`src/csc_pkg.sv`:
```
// shared constants and types for the carrier detect and sleep control block
`default_nettype none
package csc_pkg;
    localparam int ADDR_W = 12;
    localparam int DATA_W = 32;
    localparam int REG_W = 16;
    localparam int CLI_W = 8;
    localparam int PIN_N = 4;
    // register indices, byte address is four times the index
    localparam logic [9:0] IDX_SLEEP = 10'h003;
    localparam logic [9:0] IDX_PIN_BASE = 10'h010;
    localparam logic [9:0] IDX_CD_CFG = 10'h015;
    localparam logic [9:0] IDX_SQL = 10'h016;
    localparam logic [9:0] IDX_BYP = 10'h017;
    localparam logic [9:0] IDX_SWING = 10'h018;
    localparam logic [9:0] IDX_WIN = 10'h020;
    localparam logic [9:0] IDX_DROP = 10'h021;
    localparam logic [9:0] IDX_RISE = 10'h022;
    localparam logic [9:0] IDX_STICKY = 10'h084;
    localparam logic [9:0] IDX_STAT0 = 10'h086;
    localparam logic [9:0] IDX_STAT1 = 10'h087;
    localparam logic [9:0] IDX_CLI = 10'h088;
    // field positions
    localparam int SLP_AUTO = 0;
    localparam int SLP_MANUAL = 1;
    localparam int SLP_MUTE_MODE = 2;
    localparam int SLP_MUTE_LOSS = 3;
    localparam int SLP_DIS_LOSS = 4;
    localparam int BYP_AUTO = 0;
    localparam int BYP_MANUAL = 1;
    localparam int CDC_SQL_INCL = 0;
    localparam int PIN_DIR = 8;
    localparam int ST0_SQL = 0;
    localparam int ST0_SLEEP = 1;
    localparam int ST0_BYP = 2;
    localparam int ST0_LOCK = 3;
    localparam int ST1_PRI = 0;
    localparam int ST1_SEC = 1;
    // reset values
    localparam logic [REG_W-1:0] SLEEP_RST = 16'h0001;
    localparam logic [REG_W-1:0] BYP_RST = 16'h0001;
    localparam logic [REG_W-1:0] CD_CFG_RST = 16'h0000;
    localparam logic [REG_W-1:0] SQL_RST = 16'h0000;
    localparam logic [REG_W-1:0] SWING_RST = 16'h0050;
    localparam logic [REG_W-1:0] WIN_RST = 16'h000E;
    localparam logic [REG_W-1:0] DROP_RST = 16'h0004;
    localparam logic [REG_W-1:0] RISE_RST = 16'h010F;
    localparam logic [7:0] FUNC_NONE = 8'h00;
    localparam logic [7:0] FUNC_SLEEP = 8'h83;
    localparam logic [7:0] FUNC_BYPASS = 8'h84;
    localparam int SLEEP_PIN = 2;
    // timing
    localparam int CLK_PERIOD_NS = 50;
    localparam int CD_SAMPLE_NS = 1600;
    localparam int CD_TICK_CYCLES = (CD_SAMPLE_NS + CLK_PERIOD_NS - 1) / CLK_PERIOD_NS;
    // bus answers
    localparam logic [1:0] RESP_OKAY = 2'h0;
    localparam logic [1:0] RESP_SLVERR = 2'h2;

    typedef enum logic [1:0] {
        CD_ABSENT = 2'b01,
        CD_PRESENT = 2'b10
    } csc_cd_state_e;

    typedef struct packed {
        logic carrierRaw;
        logic rateBelowLimit;
        logic cdrLocked;
        logic [CLI_W-1:0] cableLength;
    } csc_front_s;

    typedef struct packed {
        logic coreSleep;
        logic patternGenEnable;
        logic equalizerBypass;
        logic retimerBypass;
        logic driverMute;
        logic driverDisable;
        logic lockIndication;
    } csc_ctrl_s;
endpackage : csc_pkg
`default_nettype wire

```
`src/csc_ctrl.sv`:
```
// carrier detect, squelch, sleep and bypass control with its register slave
`default_nettype none
module csc_ctrl
    import csc_pkg::*;
#(
    parameter int TICK_CYCLES = CD_TICK_CYCLES
) (
    // clock and reset
    input wire logic clk,
    input wire logic arst_n,
    // axi4-lite write address
    input wire logic [ADDR_W-1:0] s_axi_awaddr,
    input wire logic [2:0] s_axi_awprot,
    input wire logic s_axi_awvalid,
    output logic s_axi_awready,
    // axi4-lite write data
    input wire logic [DATA_W-1:0] s_axi_wdata,
    input wire logic [3:0] s_axi_wstrb,
    input wire logic s_axi_wvalid,
    output logic s_axi_wready,
    // axi4-lite write response
    output logic [1:0] s_axi_bresp,
    output logic s_axi_bvalid,
    input wire logic s_axi_bready,
    // axi4-lite read
    input wire logic [ADDR_W-1:0] s_axi_araddr,
    input wire logic [2:0] s_axi_arprot,
    input wire logic s_axi_arvalid,
    output logic s_axi_arready,
    output logic [DATA_W-1:0] s_axi_rdata,
    output logic [1:0] s_axi_rresp,
    output logic s_axi_rvalid,
    input wire logic s_axi_rready,
    // analog front end and cdr status, asynchronous
    input wire csc_front_s frontIn,
    // general pins
    input wire logic [PIN_N-1:0] pinIn,
    output logic [PIN_N-1:0] pinOut,
    output logic [PIN_N-1:0] pinOe_n,
    // core controls
    output csc_ctrl_s ctrlOut,
    output logic [7:0] sourceSwingCompensation
);
    localparam int FW = $bits(csc_front_s);

    // input synchronisers
    logic [FW+PIN_N-1:0] syncA_reg;
    logic [FW+PIN_N-1:0] syncB_reg;
    csc_front_s front;
    logic [PIN_N-1:0] pinSync;

    always_ff @(posedge clk or negedge arst_n) begin
        if (!arst_n) begin
            syncA_reg <= '0;
            syncB_reg <= '0;
        end else begin
            syncA_reg <= {frontIn, pinIn};
            syncB_reg <= syncA_reg;
        end
    end
    assign front = syncB_reg[FW+PIN_N-1:PIN_N];
    assign pinSync = syncB_reg[PIN_N-1:0];

    // configuration registers
    logic [REG_W-1:0] sleepCtrl_reg;
    logic [REG_W-1:0] cdCfg_reg;
    logic [REG_W-1:0] sqlParam_reg;
    logic [REG_W-1:0] bypCtrl_reg;
    logic [REG_W-1:0] swing_reg;
    logic [REG_W-1:0] sampleWin_reg;
    logic [REG_W-1:0] dropCnt_reg;
    logic [REG_W-1:0] riseCnt_reg;
    logic [8:0] pinCfg_reg [PIN_N];

    // bus slave
    logic awHeld_reg;
    logic wHeld_reg;
    logic [9:0] wIdx_reg;
    logic [DATA_W-1:0] wData_reg;
    logic [3:0] wStrb_reg;
    logic doWrite;
    logic wHit;
    logic [REG_W-1:0] wMerge;

    assign s_axi_awready = !awHeld_reg && !s_axi_bvalid;
    assign s_axi_wready = !wHeld_reg && !s_axi_bvalid;
    assign doWrite = awHeld_reg && wHeld_reg && !s_axi_bvalid;

    always_ff @(posedge clk or negedge arst_n) begin
        if (!arst_n) begin
            awHeld_reg <= 1'b0;
            wIdx_reg <= '0;
        end else if (s_axi_awvalid && s_axi_awready) begin
            awHeld_reg <= 1'b1;
            wIdx_reg <= s_axi_awaddr[ADDR_W-1:2];
        end else if (doWrite) begin
            awHeld_reg <= 1'b0;
        end
    end

    always_ff @(posedge clk or negedge arst_n) begin
        if (!arst_n) begin
            wHeld_reg <= 1'b0;
            wData_reg <= '0;
            wStrb_reg <= '0;
        end else if (s_axi_wvalid && s_axi_wready) begin
            wHeld_reg <= 1'b1;
            wData_reg <= s_axi_wdata;
            wStrb_reg <= s_axi_wstrb;
        end else if (doWrite) begin
            wHeld_reg <= 1'b0;
        end
    end

    // write hit check
    always_comb begin
        wHit = 1'b0;
        case (wIdx_reg)
            IDX_SLEEP, IDX_CD_CFG, IDX_SQL, IDX_BYP, IDX_SWING, IDX_WIN, IDX_DROP, IDX_RISE: wHit = 1'b1;
            default: wHit = (wIdx_reg >= IDX_PIN_BASE) && (wIdx_reg < IDX_PIN_BASE + 10'(PIN_N));
        endcase
    end

    always_ff @(posedge clk or negedge arst_n) begin
        if (!arst_n) begin
            s_axi_bvalid <= 1'b0;
            s_axi_bresp <= RESP_OKAY;
        end else if (doWrite) begin
            s_axi_bvalid <= 1'b1;
            s_axi_bresp <= wHit ? RESP_OKAY : RESP_SLVERR;
        end else if (s_axi_bready) begin
            s_axi_bvalid <= 1'b0;
        end
    end

    function automatic logic [REG_W-1:0] mergeBytes(input logic [REG_W-1:0] old);
        mergeBytes = old;
        if (wStrb_reg[0]) mergeBytes[7:0] = wData_reg[7:0];
        if (wStrb_reg[1]) mergeBytes[15:8] = wData_reg[15:8];
    endfunction : mergeBytes

    always_ff @(posedge clk or negedge arst_n) begin
        if (!arst_n) begin
            sleepCtrl_reg <= SLEEP_RST;
            cdCfg_reg <= CD_CFG_RST;
            sqlParam_reg <= SQL_RST;
            bypCtrl_reg <= BYP_RST;
            swing_reg <= SWING_RST;
            sampleWin_reg <= WIN_RST;
            dropCnt_reg <= DROP_RST;
            riseCnt_reg <= RISE_RST;
        end else if (doWrite) begin
            case (wIdx_reg)
                IDX_SLEEP: sleepCtrl_reg <= mergeBytes(sleepCtrl_reg);
                IDX_CD_CFG: cdCfg_reg <= mergeBytes(cdCfg_reg);
                IDX_SQL: sqlParam_reg <= mergeBytes(sqlParam_reg);
                IDX_BYP: bypCtrl_reg <= mergeBytes(bypCtrl_reg);
                IDX_SWING: swing_reg <= mergeBytes(swing_reg);
                IDX_WIN: sampleWin_reg <= mergeBytes(sampleWin_reg);
                IDX_DROP: dropCnt_reg <= mergeBytes(dropCnt_reg);
                IDX_RISE: riseCnt_reg <= mergeBytes(riseCnt_reg);
                default: ;
            endcase
        end
    end

    // general pin configuration, function in [7:0], output direction in [8]
    logic [PIN_N-1:0] pinSleepReq;
    logic [PIN_N-1:0] pinBypassReq;
    logic filteredCarrierPresent;

    genvar gp;
    generate
        for (gp = 0; gp < PIN_N; gp++) begin : g_pin
            always_ff @(posedge clk or negedge arst_n) begin
                if (!arst_n) begin
                    pinCfg_reg[gp] <= {1'b0, (gp == SLEEP_PIN) ? FUNC_SLEEP : FUNC_NONE};
                end else if (doWrite && wIdx_reg == IDX_PIN_BASE + 10'(gp)) begin
                    if (wStrb_reg[0]) pinCfg_reg[gp][7:0] <= wData_reg[7:0];
                    if (wStrb_reg[1]) pinCfg_reg[gp][PIN_DIR] <= wData_reg[PIN_DIR];
                end
            end
            assign pinSleepReq[gp] = !pinCfg_reg[gp][PIN_DIR] && pinCfg_reg[gp][7:0] == FUNC_SLEEP
                && pinSync[gp];
            assign pinBypassReq[gp] = !pinCfg_reg[gp][PIN_DIR] && pinCfg_reg[gp][7:0] == FUNC_BYPASS
                && pinSync[gp];
            assign pinOe_n[gp] = !pinCfg_reg[gp][PIN_DIR];
            assign pinOut[gp] = filteredCarrierPresent;
        end
    endgenerate

    // primary carrier filter
    csc_cd_state_e cdState_reg;
    logic [$clog2(TICK_CYCLES+1)-1:0] tickCnt_reg;
    logic [REG_W-1:0] sampleCnt_reg;
    logic [REG_W-1:0] runCnt_reg;
    logic windowAllPresent_reg;
    logic tick;
    logic windowEnd;
    logic windowOk;
    logic [REG_W-1:0] needCnt;

    assign tick = tickCnt_reg == ($bits(tickCnt_reg))'(TICK_CYCLES - 1);
    // at or past the end, so a window shrunk mid-count still closes
    assign windowEnd = tick && sampleCnt_reg >= sampleWin_reg;
    assign windowOk = windowAllPresent_reg && front.carrierRaw;
    assign needCnt = (cdState_reg == CD_PRESENT) ? dropCnt_reg : riseCnt_reg;
    assign filteredCarrierPresent = cdState_reg == CD_PRESENT;

    // one sample every 1.6us
    always_ff @(posedge clk or negedge arst_n) begin
        if (!arst_n) begin
            tickCnt_reg <= '0;
        end else if (tick) begin
            tickCnt_reg <= '0;
        end else begin
            tickCnt_reg <= tickCnt_reg + 1'b1;
        end
    end

    // window of sampleWin+1 samples; it shows carrier only if every sample does, so one absent sample opposes a present state
    always_ff @(posedge clk or negedge arst_n) begin
        if (!arst_n) begin
            sampleCnt_reg <= '0;
            windowAllPresent_reg <= 1'b1;
        end else if (windowEnd) begin
            sampleCnt_reg <= '0;
            windowAllPresent_reg <= 1'b1;
        end else if (tick) begin
            sampleCnt_reg <= sampleCnt_reg + 1'b1;
            windowAllPresent_reg <= windowOk;
        end
    end

    // consecutive opposing windows change the state
    always_ff @(posedge clk or negedge arst_n) begin
        if (!arst_n) begin
            cdState_reg <= CD_ABSENT;
            runCnt_reg <= '0;
        end else if (windowEnd) begin
            case (cdState_reg)
                CD_ABSENT: begin
                    if (!windowOk) begin
                        runCnt_reg <= '0;
                    end else if (runCnt_reg + 1'b1 >= needCnt) begin
                        cdState_reg <= CD_PRESENT;
                        runCnt_reg <= '0;
                    end else begin
                        runCnt_reg <= runCnt_reg + 1'b1;
                    end
                end
                CD_PRESENT: begin
                    if (windowOk) begin
                        runCnt_reg <= '0;
                    end else if (runCnt_reg + 1'b1 >= needCnt) begin
                        cdState_reg <= CD_ABSENT;
                        runCnt_reg <= '0;
                    end else begin
                        runCnt_reg <= runCnt_reg + 1'b1;
                    end
                end
                default: begin
                    cdState_reg <= CD_ABSENT;
                    runCnt_reg <= '0;
                end
            endcase
        end
    end

    // equalizer bypass
    logic eqBypassed;
    assign eqBypassed = (bypCtrl_reg[BYP_AUTO] ? front.rateBelowLimit
        : bypCtrl_reg[BYP_MANUAL])
        || |pinBypassReq;

    // squelch with hysteresis
    logic squelchActive_reg;
    logic signed [CLI_W+1:0] cliS;
    logic signed [CLI_W+1:0] upperS;
    logic signed [CLI_W+1:0] lowerS;
    logic squelchedCarrierPresent;

    assign cliS = $signed({2'b00, front.cableLength});
    assign upperS = $signed({2'b00, sqlParam_reg[7:0]}) + $signed({2'b00, sqlParam_reg[15:8]});
    assign lowerS = $signed({2'b00, sqlParam_reg[7:0]}) - $signed({2'b00, sqlParam_reg[15:8]});

    always_ff @(posedge clk or negedge arst_n) begin
        if (!arst_n) begin
            squelchActive_reg <= 1'b0;
        end else if (eqBypassed || !cdCfg_reg[CDC_SQL_INCL]) begin
            squelchActive_reg <= 1'b0;
        end else if (cliS > upperS) begin
            squelchActive_reg <= 1'b1;
        end else if (cliS < lowerS) begin
            squelchActive_reg <= 1'b0;
        end
    end

    assign squelchedCarrierPresent = !(squelchActive_reg && filteredCarrierPresent);

    // sleep decision
    logic lossOfInputSignal;
    logic sleepNow;
    logic lossTrigger;
    assign lossOfInputSignal = !filteredCarrierPresent;
    assign sleepNow = (sleepCtrl_reg[SLP_AUTO] ? lossOfInputSignal
        : sleepCtrl_reg[SLP_MANUAL])
        || |pinSleepReq;
    assign lossTrigger = !squelchedCarrierPresent;

    // core control outputs
    always_ff @(posedge clk or negedge arst_n) begin
        if (!arst_n) begin
            ctrlOut <= '0;
        end else begin
            ctrlOut.coreSleep <= sleepNow;
            ctrlOut.patternGenEnable <= !sleepNow;
            ctrlOut.equalizerBypass <= eqBypassed;
            ctrlOut.retimerBypass <= eqBypassed;
            ctrlOut.driverMute <= (sleepNow && sleepCtrl_reg[SLP_MUTE_MODE])
                || (lossTrigger && sleepCtrl_reg[SLP_MUTE_LOSS]);
            ctrlOut.driverDisable <= (sleepNow && !sleepCtrl_reg[SLP_MUTE_MODE])
                || (lossTrigger && sleepCtrl_reg[SLP_DIS_LOSS]);
            ctrlOut.lockIndication <= front.cdrLocked && !squelchActive_reg && !sleepNow;
        end
    end
    assign sourceSwingCompensation = swing_reg[7:0];

    // saturating change counters
    logic priLast_reg;
    logic secLast_reg;
    logic [7:0] priChanges_reg;
    logic [7:0] secChanges_reg;

    always_ff @(posedge clk or negedge arst_n) begin
        if (!arst_n) begin
            priLast_reg <= 1'b0;
            secLast_reg <= 1'b1;
            priChanges_reg <= '0;
            secChanges_reg <= '0;
        end else begin
            priLast_reg <= filteredCarrierPresent;
            secLast_reg <= squelchedCarrierPresent;
            if (priLast_reg != filteredCarrierPresent && priChanges_reg != 8'hFF) begin
                priChanges_reg <= priChanges_reg + 1'b1;
            end
            if (secLast_reg != squelchedCarrierPresent && secChanges_reg != 8'hFF) begin
                secChanges_reg <= secChanges_reg + 1'b1;
            end
        end
    end

    // read channel
    logic [9:0] rIdx;
    logic [REG_W-1:0] rValue;
    logic rHit;
    assign rIdx = s_axi_araddr[ADDR_W-1:2];
    assign s_axi_arready = !s_axi_rvalid;

    always_comb begin
        rValue = '0;
        rHit = 1'b1;
        case (rIdx)
            IDX_SLEEP: rValue = sleepCtrl_reg;
            IDX_CD_CFG: rValue = cdCfg_reg;
            IDX_SQL: rValue = sqlParam_reg;
            IDX_BYP: rValue = bypCtrl_reg;
            IDX_SWING: rValue = swing_reg;
            IDX_WIN: rValue = sampleWin_reg;
            IDX_DROP: rValue = dropCnt_reg;
            IDX_RISE: rValue = riseCnt_reg;
            IDX_STICKY: rValue = {secChanges_reg, priChanges_reg};
            IDX_STAT0: begin
                rValue[ST0_SQL] = squelchActive_reg;
                rValue[ST0_SLEEP] = sleepNow;
                rValue[ST0_BYP] = eqBypassed;
                rValue[ST0_LOCK] = ctrlOut.lockIndication;
            end
            IDX_STAT1: begin
                rValue[ST1_PRI] = filteredCarrierPresent;
                rValue[ST1_SEC] = squelchedCarrierPresent;
            end
            IDX_CLI: rValue = {{(REG_W-CLI_W){1'b0}}, front.cableLength};
            default: begin
                if (rIdx >= IDX_PIN_BASE && rIdx < IDX_PIN_BASE + 10'(PIN_N)) begin
                    rValue = {7'h00, pinCfg_reg[rIdx[1:0]]};
                end else begin
                    rHit = 1'b0;
                end
            end
        endcase
    end

    always_ff @(posedge clk or negedge arst_n) begin
        if (!arst_n) begin
            s_axi_rvalid <= 1'b0;
            s_axi_rdata <= '0;
            s_axi_rresp <= RESP_OKAY;
        end else if (s_axi_arvalid && s_axi_arready) begin
            s_axi_rvalid <= 1'b1;
            s_axi_rdata <= {{(DATA_W-REG_W){1'b0}}, rValue};
            s_axi_rresp <= rHit ? RESP_OKAY : RESP_SLVERR;
        end else if (s_axi_rready) begin
            s_axi_rvalid <= 1'b0;
        end
    end
endmodule : csc_ctrl
`default_nettype wire

```
`config.mk`:
```
export PLATFORM = sky130hd
export DESIGN_NAME = csc_ctrl
export DESIGN_NICKNAME = d
export VERILOG_FILES = /design/src/csc_pkg.sv /design/src/csc_ctrl.sv
export SDC_FILE = /design/constraint.sdc
export NUM_CORES = 1
export LEC_CHECK = 0
export ABC_AREA = 1
export BUFFER_PORTS_ARGS = -buffer_cell sky130_fd_sc_hd__buf_2
export CAP_MARGIN = 20
export CELL_PAD_IN_SITES_DETAIL_PLACEMENT = 1
export CELL_PAD_IN_SITES_GLOBAL_PLACEMENT = 1
export CORE_ASPECT_RATIO = 1.5
export CORE_MARGIN = 1
export CORE_UTILIZATION = 40
export CTS_CLUSTER_SIZE = 28
export DETAILED_ROUTE_END_ITERATION = 8
export GPL_TIMING_DRIVEN = 0
export PLACE_DENSITY = 0.78
export SYNTH_ARGS = -nofsm -noshare
export SYNTH_HDL_FRONTEND = slang
export SYNTH_SLANG_ARGS = --single-unit
```
`constraint.sdc`:
```
create_clock -name clk -period 2.6 [get_ports clk]
set_input_delay 0.65 -clock clk [delete_from_list [all_inputs] [get_ports clk]]
set_output_delay 0.65 -clock clk [all_outputs]
set_load 0.05 [all_outputs]
```
==> reports/qor.txt, run 1 <==
top layer in use -> met4
sequential-to-total area share from yosys stat -> 0.476
Synth top area share -> 0.445
first-pass GRT wire length -> 90.5 mm
mux contribution to synthesized area -> 0.00665
Initial Util -> 0.406
Slew HR -> 0.269
Design Area, Final -> 20,000 µm²
Max Freq -> 0.343 GHz
Die Wd -> 167 µm
Synth Instances -> 1,941
PortBufs -> 105
Yosys warning count -> 0
Critical Path Source Type -> register
GRT overflow -> 0
CTS tree -> done
reg2reg start -> runCnt_reg[0]$_DFFE_PN0P_
Finish-stage setup viols -> 22
Mapped Area -> 16,400 µm²
Setup CP Type -> reg -> reg
count of final hold-check violations -> 0
number of vias per cell -> 5.46
Area after DPL -> 17,700 µm²
Final Skew -> 0.0362 ns
Final #Nets -> 2,317
Mapped Avg Cell Area -> 8.43 µm²
CTS Root Buffer Type -> clkbuf_16
CP required -> 3.05 ns
Final period util -> 1.12
dpl ws -> -0.895 ns
share of flip-flops with an asynchronous set or reset -> 1.00
GRT Overall Usage -> 0.287
CTS buffer count -> 34
Ports -> 152
final setup margin -> -0.319 ns
RSZ-0062 raised after global routing -> true
outcome -> complete, but fails checks
Arr. time, crit path -> 3.36 ns
minimum clock period -> 2.92 ns
post-synth top area cell -> dfrtp_1
Max H-tree Level -> 2
GPL Wtd Cong -> 0.981
drt drc -> 0
area share of fa/ha/maj cells after synthesis -> 0.0560
fin util -> 0.497
max_cap viols -> 0
fin. max-slew vios -> 0
Core ar. -> 40,300 µm²
DIE HEIGHT -> 250 µm
WL met1 -> 22.2 mm
Worst-Margin Slew -> 1.10 ns
drt first-iter violations -> 739
Pre-antenna DRT Iters -> 5
cell row count -> 90
max FFs per register -> 36
Sink Count -> 310
metal2 WL -> 31.5 mm
Max rail drop VDD -> 604 µV
Synth Area in Compound Gates -> 0.134
worst hold slack -> 0.122 ns
Worst-path clk slew -> 0.06 ns
EDFF count, synth -> 0
post-synthesis xor/xnor area fraction -> 0.0214
CP startpoint -> runCnt_reg[0]$_DFFE_PN0P_
violated checks -> negative setup slack
die footprint -> 41,700 µm²
CP max FO -> 5
antenna-violating nets left -> 0
via count -> 14,700
pin count of the biggest net entering global routing -> 117
Worst Hold Class -> in -> async
CP Capture Type -> register
hold_buf cts -> 0
wire per inst -> 22.2 µm
fill count -> 4,786
Ant. Diodes -> 0
Worst-Skew Late Latency -> 0.54 ns
DP Wirelength -> 44.2 mm
share of layout cells above drive strength 1 -> 0.232
P_leak -> 9.52 nW
main area contributors after synthesis -> dfrtp_1 45%, nand2_1 9.6%, inv_1 6.5%
Top FF cell, synth -> dfrtp_1
simple-gate share of the synthesized area -> 0.208
DR WL met3 -> 2.06 mm
largest family of logic cells by synthesized area -> simple AND/OR/NAND/NOR gates
Total Wirelength -> 59.7 mm
PD cells -> 651 nW/µm²
number of global-route vias before repair -> 15,900
r2r worst-path depth -> 17
initial antenna violation count -> 0
Netlist cell types -> 55
#FFs+latches synth -> 310
Tot Pwr -> 13.1 mW
clk buf depth -> 3
area grow syn2layout -> 22.6%
-- stage by stage --
| stage | TNS [ns] | cells |
|---|---|---|
| after floorplan | -0.345 | 1958 |
| after global placement | -1529.03 | 2569 |
| after detailed placement | -15.91 | 2572 |
| after CTS | -3.37 | 2675 |
| after global routing | -7.80 | 2687 |
| final | -5.09 | 2687 |
-- what timing repair did --
action	in CTS	in global routing
buffers inserted	44	14
pin swaps	42	50
resized for setup	111	87
gates cloned	1	0
endpoints found under the setup margin	30	24
-- critical path, stage by stage (launching register included) --
cell     delay (ns)
dfrtp_2        0.40
buf_4          0.13
nand2_1        0.09
nor2_4         0.18
nand4_1        0.18
nor2_1         0.19
nand2_1        0.11
xor2_2         0.18
inv_2          0.07
ha_4           0.24
a21oi_4        0.16
o21ai_2        0.08
a21oi_2        0.14
nand3_2        0.15
nor2_4         0.19
nand2_4        0.10
buf_8          0.15
o22ai_4        0.10
-- layer usage --
layer | vias to the layer above | GRT usage
li1 | 6732 | -
met1 | 7391 | 0.313
met2 | 388 | 0.527
met3 | 171 | 0.0289
met4 | 0 | 0.183
met5 | - | 0
-- cell usage after synthesis, drive strengths merged (3+ instances only) --
cell	number
nand2	427
o211ai	8
nor3b	7
xor2	39
ha	70
nor3	39
o22ai	60
a21oi	86
o21ai	198
inv	289
nand4	25
o2111ai	5
buf	57
and3	3
dfstp	19
nand3	97
mux2i	3
o21a	3
nor2	153
a22oi	13
clkbuf	22
dfrtp	291
mux2	7
-- cell type report --
class                   count  area, µm²  area share
plain buffers              77        554      0.0276
well taps                 506        633      0.0316
flip-flops and latches    310       7790       0.389
inverters                 290       1100      0.0550
clock buffers              43        915      0.0456
clock inverters            17        251      0.0125
multi-input cells        1279       7730       0.386
repair buffers            165       1070      0.0533
-- worst paths after layout --
check | end | slack, ns
min in group clk | syncA_reg[1]$_DFF_PN0_ | 0.22
setup reg to reg | runCnt_reg[3]$_DFFE_PN0P_ | -0.32
setup / recovery | runCnt_reg[3]$_DFFE_PN0P_ | -0.32
max in group asynchronous | runCnt_reg[0]$_DFFE_PN0P_ | 1.39
hold / removal | pinCfg_reg[24]$_DFFE_PN0P_ | 0.12
hold reg to reg | syncB_reg[1]$_DFF_PN0_ | 0.35
-- kinds of logic after synthesis --
family / Yosys count
flip-flops: 310
adder cells (fa/ha/maj): 72
XOR/XNOR: 40
AND/OR/NAND/NOR: 755
AO/OA/AOI/OAI: 384
buffers and inverters: 369
multiplexers: 10
other: 1
-- report_power, final --
group          switching, mW  leakage, nW  internal, mW
clock                   2.09        0.571          3.10
combinational           1.82         4.89         0.549
sequential             0.335         4.06          5.16
-- cell usage in the layout, fill, tap and decap left out, types with 24 or more instances in the layout --
| master | Yosys | final |
|---|---|---|
| a21oi_1 | 85 | 72 |
| o21ai_2 | 18 | 30 |
| o21ai_1 | 48 | 60 |
| o22ai_1 | 60 | 51 |
| xor2_1 | 39 | 35 |
| nand4_1 | 24 | 24 |
| nor2_1 | 140 | 132 |
| clkbuf_16 | 0 | 34 |
| buf_2 | 14 | 116 |
| o21ai_0 | 132 | 108 |
| inv_1 | 282 | 269 |
| ha_1 | 70 | 52 |
| nand3_1 | 83 | 75 |
| nor3_1 | 31 | 27 |
| buf_4 | 33 | 84 |
| dfrtp_1 | 291 | 282 |
| nand2_1 | 417 | 396 |
(Power assumes the default switching activity.)
==> run 2: changes to the inputs <==
- CORE_MARGIN: 1 -> unset
- GPL_TIMING_DRIVEN: 0 -> unset
- SKIP_LAST_GASP: unset -> 1
==> run 2 against run 1 <==
  * Fmax decreased by 2.5%
  * The flow finishes with violations (negative hold slack, negative setup slack)
  * Non-clock buffer count grew 25
  * Setup slack got worse by 0.076 ns
  * First-iteration DRC count fell by 1.2%
  * Utilization down 0.16 points
  * Power shrank 2.2%
  * Via count fell by 0.48%
  * Highest routed layer unchanged
  * Register-to-register slack lost 0.08 ns
==> reports/qor.txt, run 2 (synthesized netlist as in run 1, its figures left out) <==
fin. max-slew vios -> 0 (unchanged)
CP Capture Type -> register
drt first-iter violations -> 730 (-1.2%)
fill count -> 4,785 (-0.021%)
Worst-Skew Late Latency -> 0.59 ns (+0.05 ns)
first-pass GRT wire length -> 89.6 mm (-0.92%)
area grow syn2layout -> 22.2%
Cells after DPL -> 2,622 (+1.9%)
clk buf depth -> 3 (unchanged)
cell row count -> 90 (unchanged)
CTS tree -> done
Ports -> 152 (unchanged)
number of global-route vias before repair -> 16,200 (+1.9%)
DIE HEIGHT -> 250 µm (unchanged)
pin count of the biggest net entering global routing -> 55 (-53%)
Pre-antenna DRT Iters -> 5 (unchanged)
GRT Overall Usage -> 0.281 (-0.00597)
minimum clock period -> 3.00 ns (+0.0757 ns)
antenna-violating nets left -> 0 (unchanged)
Setup CP Type -> reg -> reg
via count -> 14,600 (-0.48%)
DP Wirelength -> 43.9 mm (-0.80%)
Worst-Margin Slew -> 0.753 ns (-0.345 ns)
Post-Layout Cell Count -> 2,707 (+0.74%)
worst hold slack -> -0.00105 ns (-0.123 ns)
RSZ-0062 raised after global routing -> true
wire per inst -> 21.7 µm (-2.2%)
Max rail drop VDD -> 609 µV (+0.88%)
Max Freq -> 0.334 GHz (-2.5%)
dpl ws -> -0.449 ns (+0.446 ns)
most common cell after layout, fill and taps aside -> nand2_1
P_leak -> 9.61 nW (+0.94%)
Final period util -> 1.15 (+0.0291)
CP required -> 3.08 ns (+0.03 ns)
Sink Count -> 310 (unchanged)
max_cap viols -> 0 (unchanged)
GPL Wtd Cong -> 0.926 (-5.6%)
Max H-tree Level -> 1 (-1)
die footprint -> 41,700 µm² (unchanged)
Critical Path Source Type -> register
violated checks -> negative hold slack, negative setup slack
Final #Nets -> 2,339 (+0.95%)
Worst Hold Class -> in -> async
Die Wd -> 167 µm (unchanged)
drt drc -> 0 (unchanged)
PD cells -> 639 nW/µm² (-1.8%)
CTS buffer count -> 31 (-8.8%)
Final Skew -> 0.0236 ns (-0.0125 ns)
initial antenna violation count -> 0 (unchanged)
outcome -> complete, but fails checks
Slew HR -> 0.497 (+0.228)
fin util -> 0.496 (-0.00161)
Initial Util -> 0.406 (unchanged)
Finish-stage setup viols -> 19 (-14%)
share of layout cells above drive strength 1 -> 0.224 (-0.00801)
highest-count cells in the layout ignoring fill and taps -> 404 x nand2_1, 290 x dfrtp_1, 274 x inv_1, 146 x buf_4, 132 x nor2_1
GRT overflow -> 0 (unchanged)
PortBufs -> 105 (unchanged)
Core ar. -> 40,300 µm² (unchanged)
final setup margin -> -0.395 ns (-0.0757 ns)
hold_buf cts -> 0 (unchanged)
max FFs per register -> 36 (unchanged)
Arr. time, crit path -> 3.48 ns (+0.12 ns)
Worst-path clk slew -> 0.07 ns (about the same)
Ant. Diodes -> 0 (unchanged)
CP max FO -> 3 (-2)
Total Wirelength -> 58.8 mm (-1.5%)
CTS Root Buffer Type -> clkbuf_16
number of vias per cell -> 5.40 (-1.2%)
count of final hold-check violations -> 1 (+1)
run 2: critical path, cell delays in order, from the launching register on:
cell and delay [ns]:
dfrtp_1 0.38, ha_2 0.22, nand3_2 0.09, nor2_2 0.11, inv_2 0.06, nor2_4 0.11, nand2_4 0.08, nor2_4 0.12
nand3_2 0.11, xor2_2 0.23, inv_2 0.10, ha_4 0.29, nand2_4 0.06, nor3_4 0.20, nand2_1 0.12, nand3_4 0.12
buf_6 0.12, nand2_2 0.05, nand2_1 0.08, nand3_2 0.08, nand2_1 0.07, nand2_1 0.05
run 2: repair_timing:
action | CTS | global route
resized for setup | 57 | 64
gates cloned | 0 | 1
setup buffers | 19 | 10
pin swaps | 20 | 38
setup endpoints to repair | 23 | 25
run 2: layout make-up:
cell class                 count  area [µm²]  share of cell area
sequential                   310        7780               0.389
tap                          506         633              0.0317
multi-input combinational   1279        7400               0.370
clock buffer                  43         891              0.0446
clock inverter                12         221              0.0111
timing repair buffer         267        1960              0.0979
inverter                     290        1100              0.0549
run 2: through the flow:
stage                     cell area [µm²]  power (mW)  TNS, ns
after floorplan                     16400        6.79   -0.345
final                               20000        12.8    -6.61
after detailed placement            18200        7.78    -6.52
after global routing                20000        13.2    -9.89
after CTS                           19600        12.8    -3.90
after global placement              18200        7.70    -4.07
run 2: worst paths after layout:
| path | from | to | slack, ns | depth (start not counted) |
|---|---|---|---|---|
| max | runCnt_reg[0]$_DFFE_PN0P_ | cdState_reg[1]$_DFFE_PN0P_ | -0.40 | 21 |
| min | arst_n | bypCtrl_reg[6]$_DFFE_PN0P_ | -0.001 | 1 |
| max reg2reg | runCnt_reg[0]$_DFFE_PN0P_ | cdState_reg[1]$_DFFE_PN0P_ | -0.40 | 21 |
| min reg2reg | syncA_reg[9]$_DFF_PN0_ | syncB_reg[9]$_DFF_PN0_ | 0.35 | 0 |
| max in group asynchronous | arst_n | sampleWin_reg[2]$_DFFE_PN1P_ | 1.81 | 2 |
| min in group clk | pinIn[2] | syncA_reg[2]$_DFF_PN0_ | 0.16 | 1 |
run 2: routing by layer:
metal | track usage | wire length, µm | up-vias
li1 | - | - | 6740
met1 | 0.308 | 22100 | 7306
met2 | 0.517 | 30700 | 378
met3 | 0.0274 | 1960 | 187
met4 | 0.175 | 4090 | 0
met5 | 0 | 0 | -
run 2: power by group:
part	leakage (nW)	switching [mW]	total, mW	internal [mW]
clock network	0.536	2.01	4.98	2.97
registers	4.07	0.340	5.50	5.16
logic	5.00	1.75	2.29	0.543
==> run 3: changes to the inputs <==
- CORE_ASPECT_RATIO: 1.5 -> 1.4
==> run 3 against run 2 <==
  * The flow finishes with violations (negative setup slack)
  * First-iteration DRC count up 8.1%
  * Routed wire length down 4.8%
  * Clock power down 4.4%
  * Fmax up 5.8%
  * Non-clock buffer count down 33
  * Utilization down 0.90 points
  * Worst hold slack better by 0.016 ns
  * Global-route usage down 1.4 points
  * Setup slack better by 0.16 ns
  * Clock skew up 0.0028 ns
  * Count of clock-buffer cells in the layout up 3
  * Via count down 1.7%
  * Critical endpoint is now runCnt_reg[13]$_DFFE_PN0P_
  * Largest cell class unchanged
  * Largest power group unchanged
==> reports/qor.txt, run 3 (synthesized netlist as in run 1, its figures left out) <==
dpl ws -> -0.361 ns (+0.0882 ns)
DP Wirelength -> 41.9 mm (-4.4%)
pin count of the biggest net entering global routing -> 64 (+16%)
Setup CP Type -> reg -> reg
Max Freq -> 0.353 GHz (+5.8%)
CTS buffer count -> 31 (unchanged)
setup tns final -> -3.47 ns (+3.15 ns)
RSZ-0062 raised after global routing -> true
Int Pwr -> 8.38 mW (-3.4%)
switching share of power -> 0.325 (+0.00446)
Slew HR -> 0.535 (+0.0377)
Core ar. -> 40,300 µm² (about the same)
max_cap viols -> 0 (unchanged)
initial antenna violation count -> 0 (unchanged)
count of final hold-check violations -> 0 (-1)
Sink Count -> 310 (unchanged)
Buf/Inv on CP -> 3 (unchanged)
P_leak -> 9.40 nW (-2.2%)
die footprint -> 41,700 µm² (about the same)
WL met1 -> 21.6 mm (-2.5%)
GRT Overall Usage -> 0.267 (-0.0138)
hold_buf cts -> 0 (unchanged)
drt drc -> 0 (unchanged)
CP max FO -> 12 (+9)
cell row count -> 87 (-3.3%)
GPL Wtd Cong -> 0.959 (+3.5%)
via count -> 14,400 (-1.7%)
GRT overflow -> 0 (unchanged)
drt first-iter violations -> 789 (+8.1%)
top layer in use -> met4
most common cell after layout, fill and taps aside -> nand2_1
reg2reg start -> runCnt_reg[1]$_DFFE_PN0P_
antenna-violating nets left -> 0 (unchanged)
Total Wirelength -> 56.0 mm (-4.8%)
minimum clock period -> 2.83 ns (-0.164 ns)
violated checks -> negative setup slack
Pre-antenna DRT Iters -> 5 (unchanged)
number of global-route vias before repair -> 15,200 (-6.0%)
wire per inst -> 20.7 µm (-4.8%)
highest-count cells in the layout ignoring fill and taps -> 401 x nand2_1, 291 x dfrtp_1, 276 x inv_1, 133 x nor2_1, 122 x o21ai_0
CP startpoint -> runCnt_reg[1]$_DFFE_PN0P_
DIE HEIGHT -> 241 µm (-3.4%)
Max H-tree Level -> 1 (unchanged)
CP required -> 3.13 ns (+0.05 ns)
PortBufs -> 105 (unchanged)
Finish-stage setup viols -> 19 (unchanged)
Die Wd -> 173 µm (+3.5%)
Combinational Power Share -> 0.176 (-0.003)
fin. max-slew vios -> 0 (unchanged)
Worst Hold Class -> in -> async
Top delay family on crit path -> simple AND/OR/NAND/NOR gates
CTS Root Buffer Type -> clkbuf_16
max FFs per register -> 36 (unchanged)
Final Skew -> 0.0265 ns (+0.00283 ns)
CP cell instances -> ha_2 -> nand3_2 -> nor2_2 -> inv_2 -> nor2_4 -> nand2_2 -> nor2_4 -> nand3_1 -> xor2_1 -> inv_1 -> ha_4 -> a21oi_1 -> o21ai_1 -> a21oi_2 -> nand3_4 -> nor2_4 -> nand2_2 -> buf_12 -> o21ai_1
clk buf depth -> 3 (unchanged)
Max rail drop VDD -> 655 µV (+7.6%)
Clock Power Share -> 0.384 (-0.006)
area grow syn2layout -> 19.8%
first-pass GRT wire length -> 85.4 mm (-4.8%)
Tot Pwr -> 12.4 mW (-2.7%)
final setup margin -> -0.231 ns (+0.164 ns)
CP Capture Type -> register
Critical Path Max Stage Delay -> 0.37 ns (about the same)
outcome -> complete, but fails checks
Final #Nets -> 2,306 (-1.4%)
most used cell, CP -> nor2_4
worst hold slack -> 0.0151 ns (+0.0162 ns)
share of layout cells above drive strength 1 -> 0.206 (-0.0181)
PD cells -> 634 nW/µm² (-0.84%)
Critical Path Source Type -> register
Worst-Skew Late Latency -> 0.61 ns (+0.02 ns)
DR WL met3 -> 2.10 mm (+7.3%)
Initial Util -> 0.406 (about the same)
number of vias per cell -> 5.31 (-1.7%)
Final period util -> 1.09 (-0.0629)
CTS tree -> done
Ports -> 152 (unchanged)
metal2 WL -> 29.0 mm (-5.4%)
Crit-path slowest cell -> dfrtp_1
Worst-path clk slew -> 0.07 ns (about the same)
sw power -> 4.04 mW (-1.4%)
part of the power in registers -> 0.440 (+0.010)
Arr. time, crit path -> 3.37 ns (-0.11 ns)
Ant. Diodes -> 0 (unchanged)
Worst-Margin Slew -> 0.697 ns (-0.0555 ns)
-- run 3: cell count changes in the layout (fill, tap and decap cells not counted), moves of 3 or more --
cell | previous run | this run
clkbuf_1 | 5 | 8
nand3_1 | 73 | 77
buf_12 | 12 | 6
a21oi_2 | 6 | 3
nand2_1 | 404 | 401
buf_4 | 146 | 120
a21oi_1 | 79 | 82
nand3_2 | 15 | 12
bufinv_16 | 6 | 3
clkinv_2 | 2 | 5
-- run 3: metrics by stage --
step                      cells   util  area (µm²)
final                      2705  0.487       19600
after global routing       2705  0.487       19600
after CTS                  2697  0.480       19300
after detailed placement   2629  0.448       18000
after global placement     2629  0.448       18000
after floorplan            1958      -       16400
-- run 3: layout make-up --
cell class              instances  area (µm²)
fillers                      4883       20700
repair buffers                234        1640
well taps                     534         668
multi-input cells            1279        7360
flip-flops and latches        310        7780
clock buffers                  46         902
inverters                     290        1100
clock inverters                12         159
-- run 3: final timing paths --
kind	to	cells past startpoint	slack [ns]
setup / recovery	runCnt_reg[13]$_DFFE_PN0P_	19	-0.23
hold / removal	dropCnt_reg[7]$_DFFE_PN0P_	1	0.02
setup reg to reg	runCnt_reg[13]$_DFFE_PN0P_	19	-0.23
hold reg to reg	syncB_reg[2]$_DFF_PN0_	0	0.35
max in group asynchronous	riseCnt_reg[8]$_DFFE_PN1P_	2	1.79
min in group clk	syncA_reg[0]$_DFF_PN0_	1	0.15
-- run 3: routing by layer --
layer | global-route usage | up-vias
li1 | - | 6698
met1 | 0.304 | 7170
met2 | 0.494 | 366
met3 | 0.0243 | 125
met4 | 0.146 | 0
met5 | 0 | -
-- run 3: power by group through the flow --
stage          logic (mW)  clock network (mW)  registers [mW]
2_1_floorplan        1.26                   0            5.54
3_5_place_dp         2.14                   0            5.56
3_3_place_gp         2.08                   0            5.54
6_report             2.19                4.76            5.47
5_1_grt              2.38                5.01            5.51
4_1_cts              2.18                4.84            5.47
-- run 3: timing repair --
action | 4_1_cts | 5_1_grt
cloned | 1 | 0
pin swaps | 25 | 23
endpoints found under the setup margin | 23 | 23
setup buffers | 9 | 8
resized for setup | 36 | 58
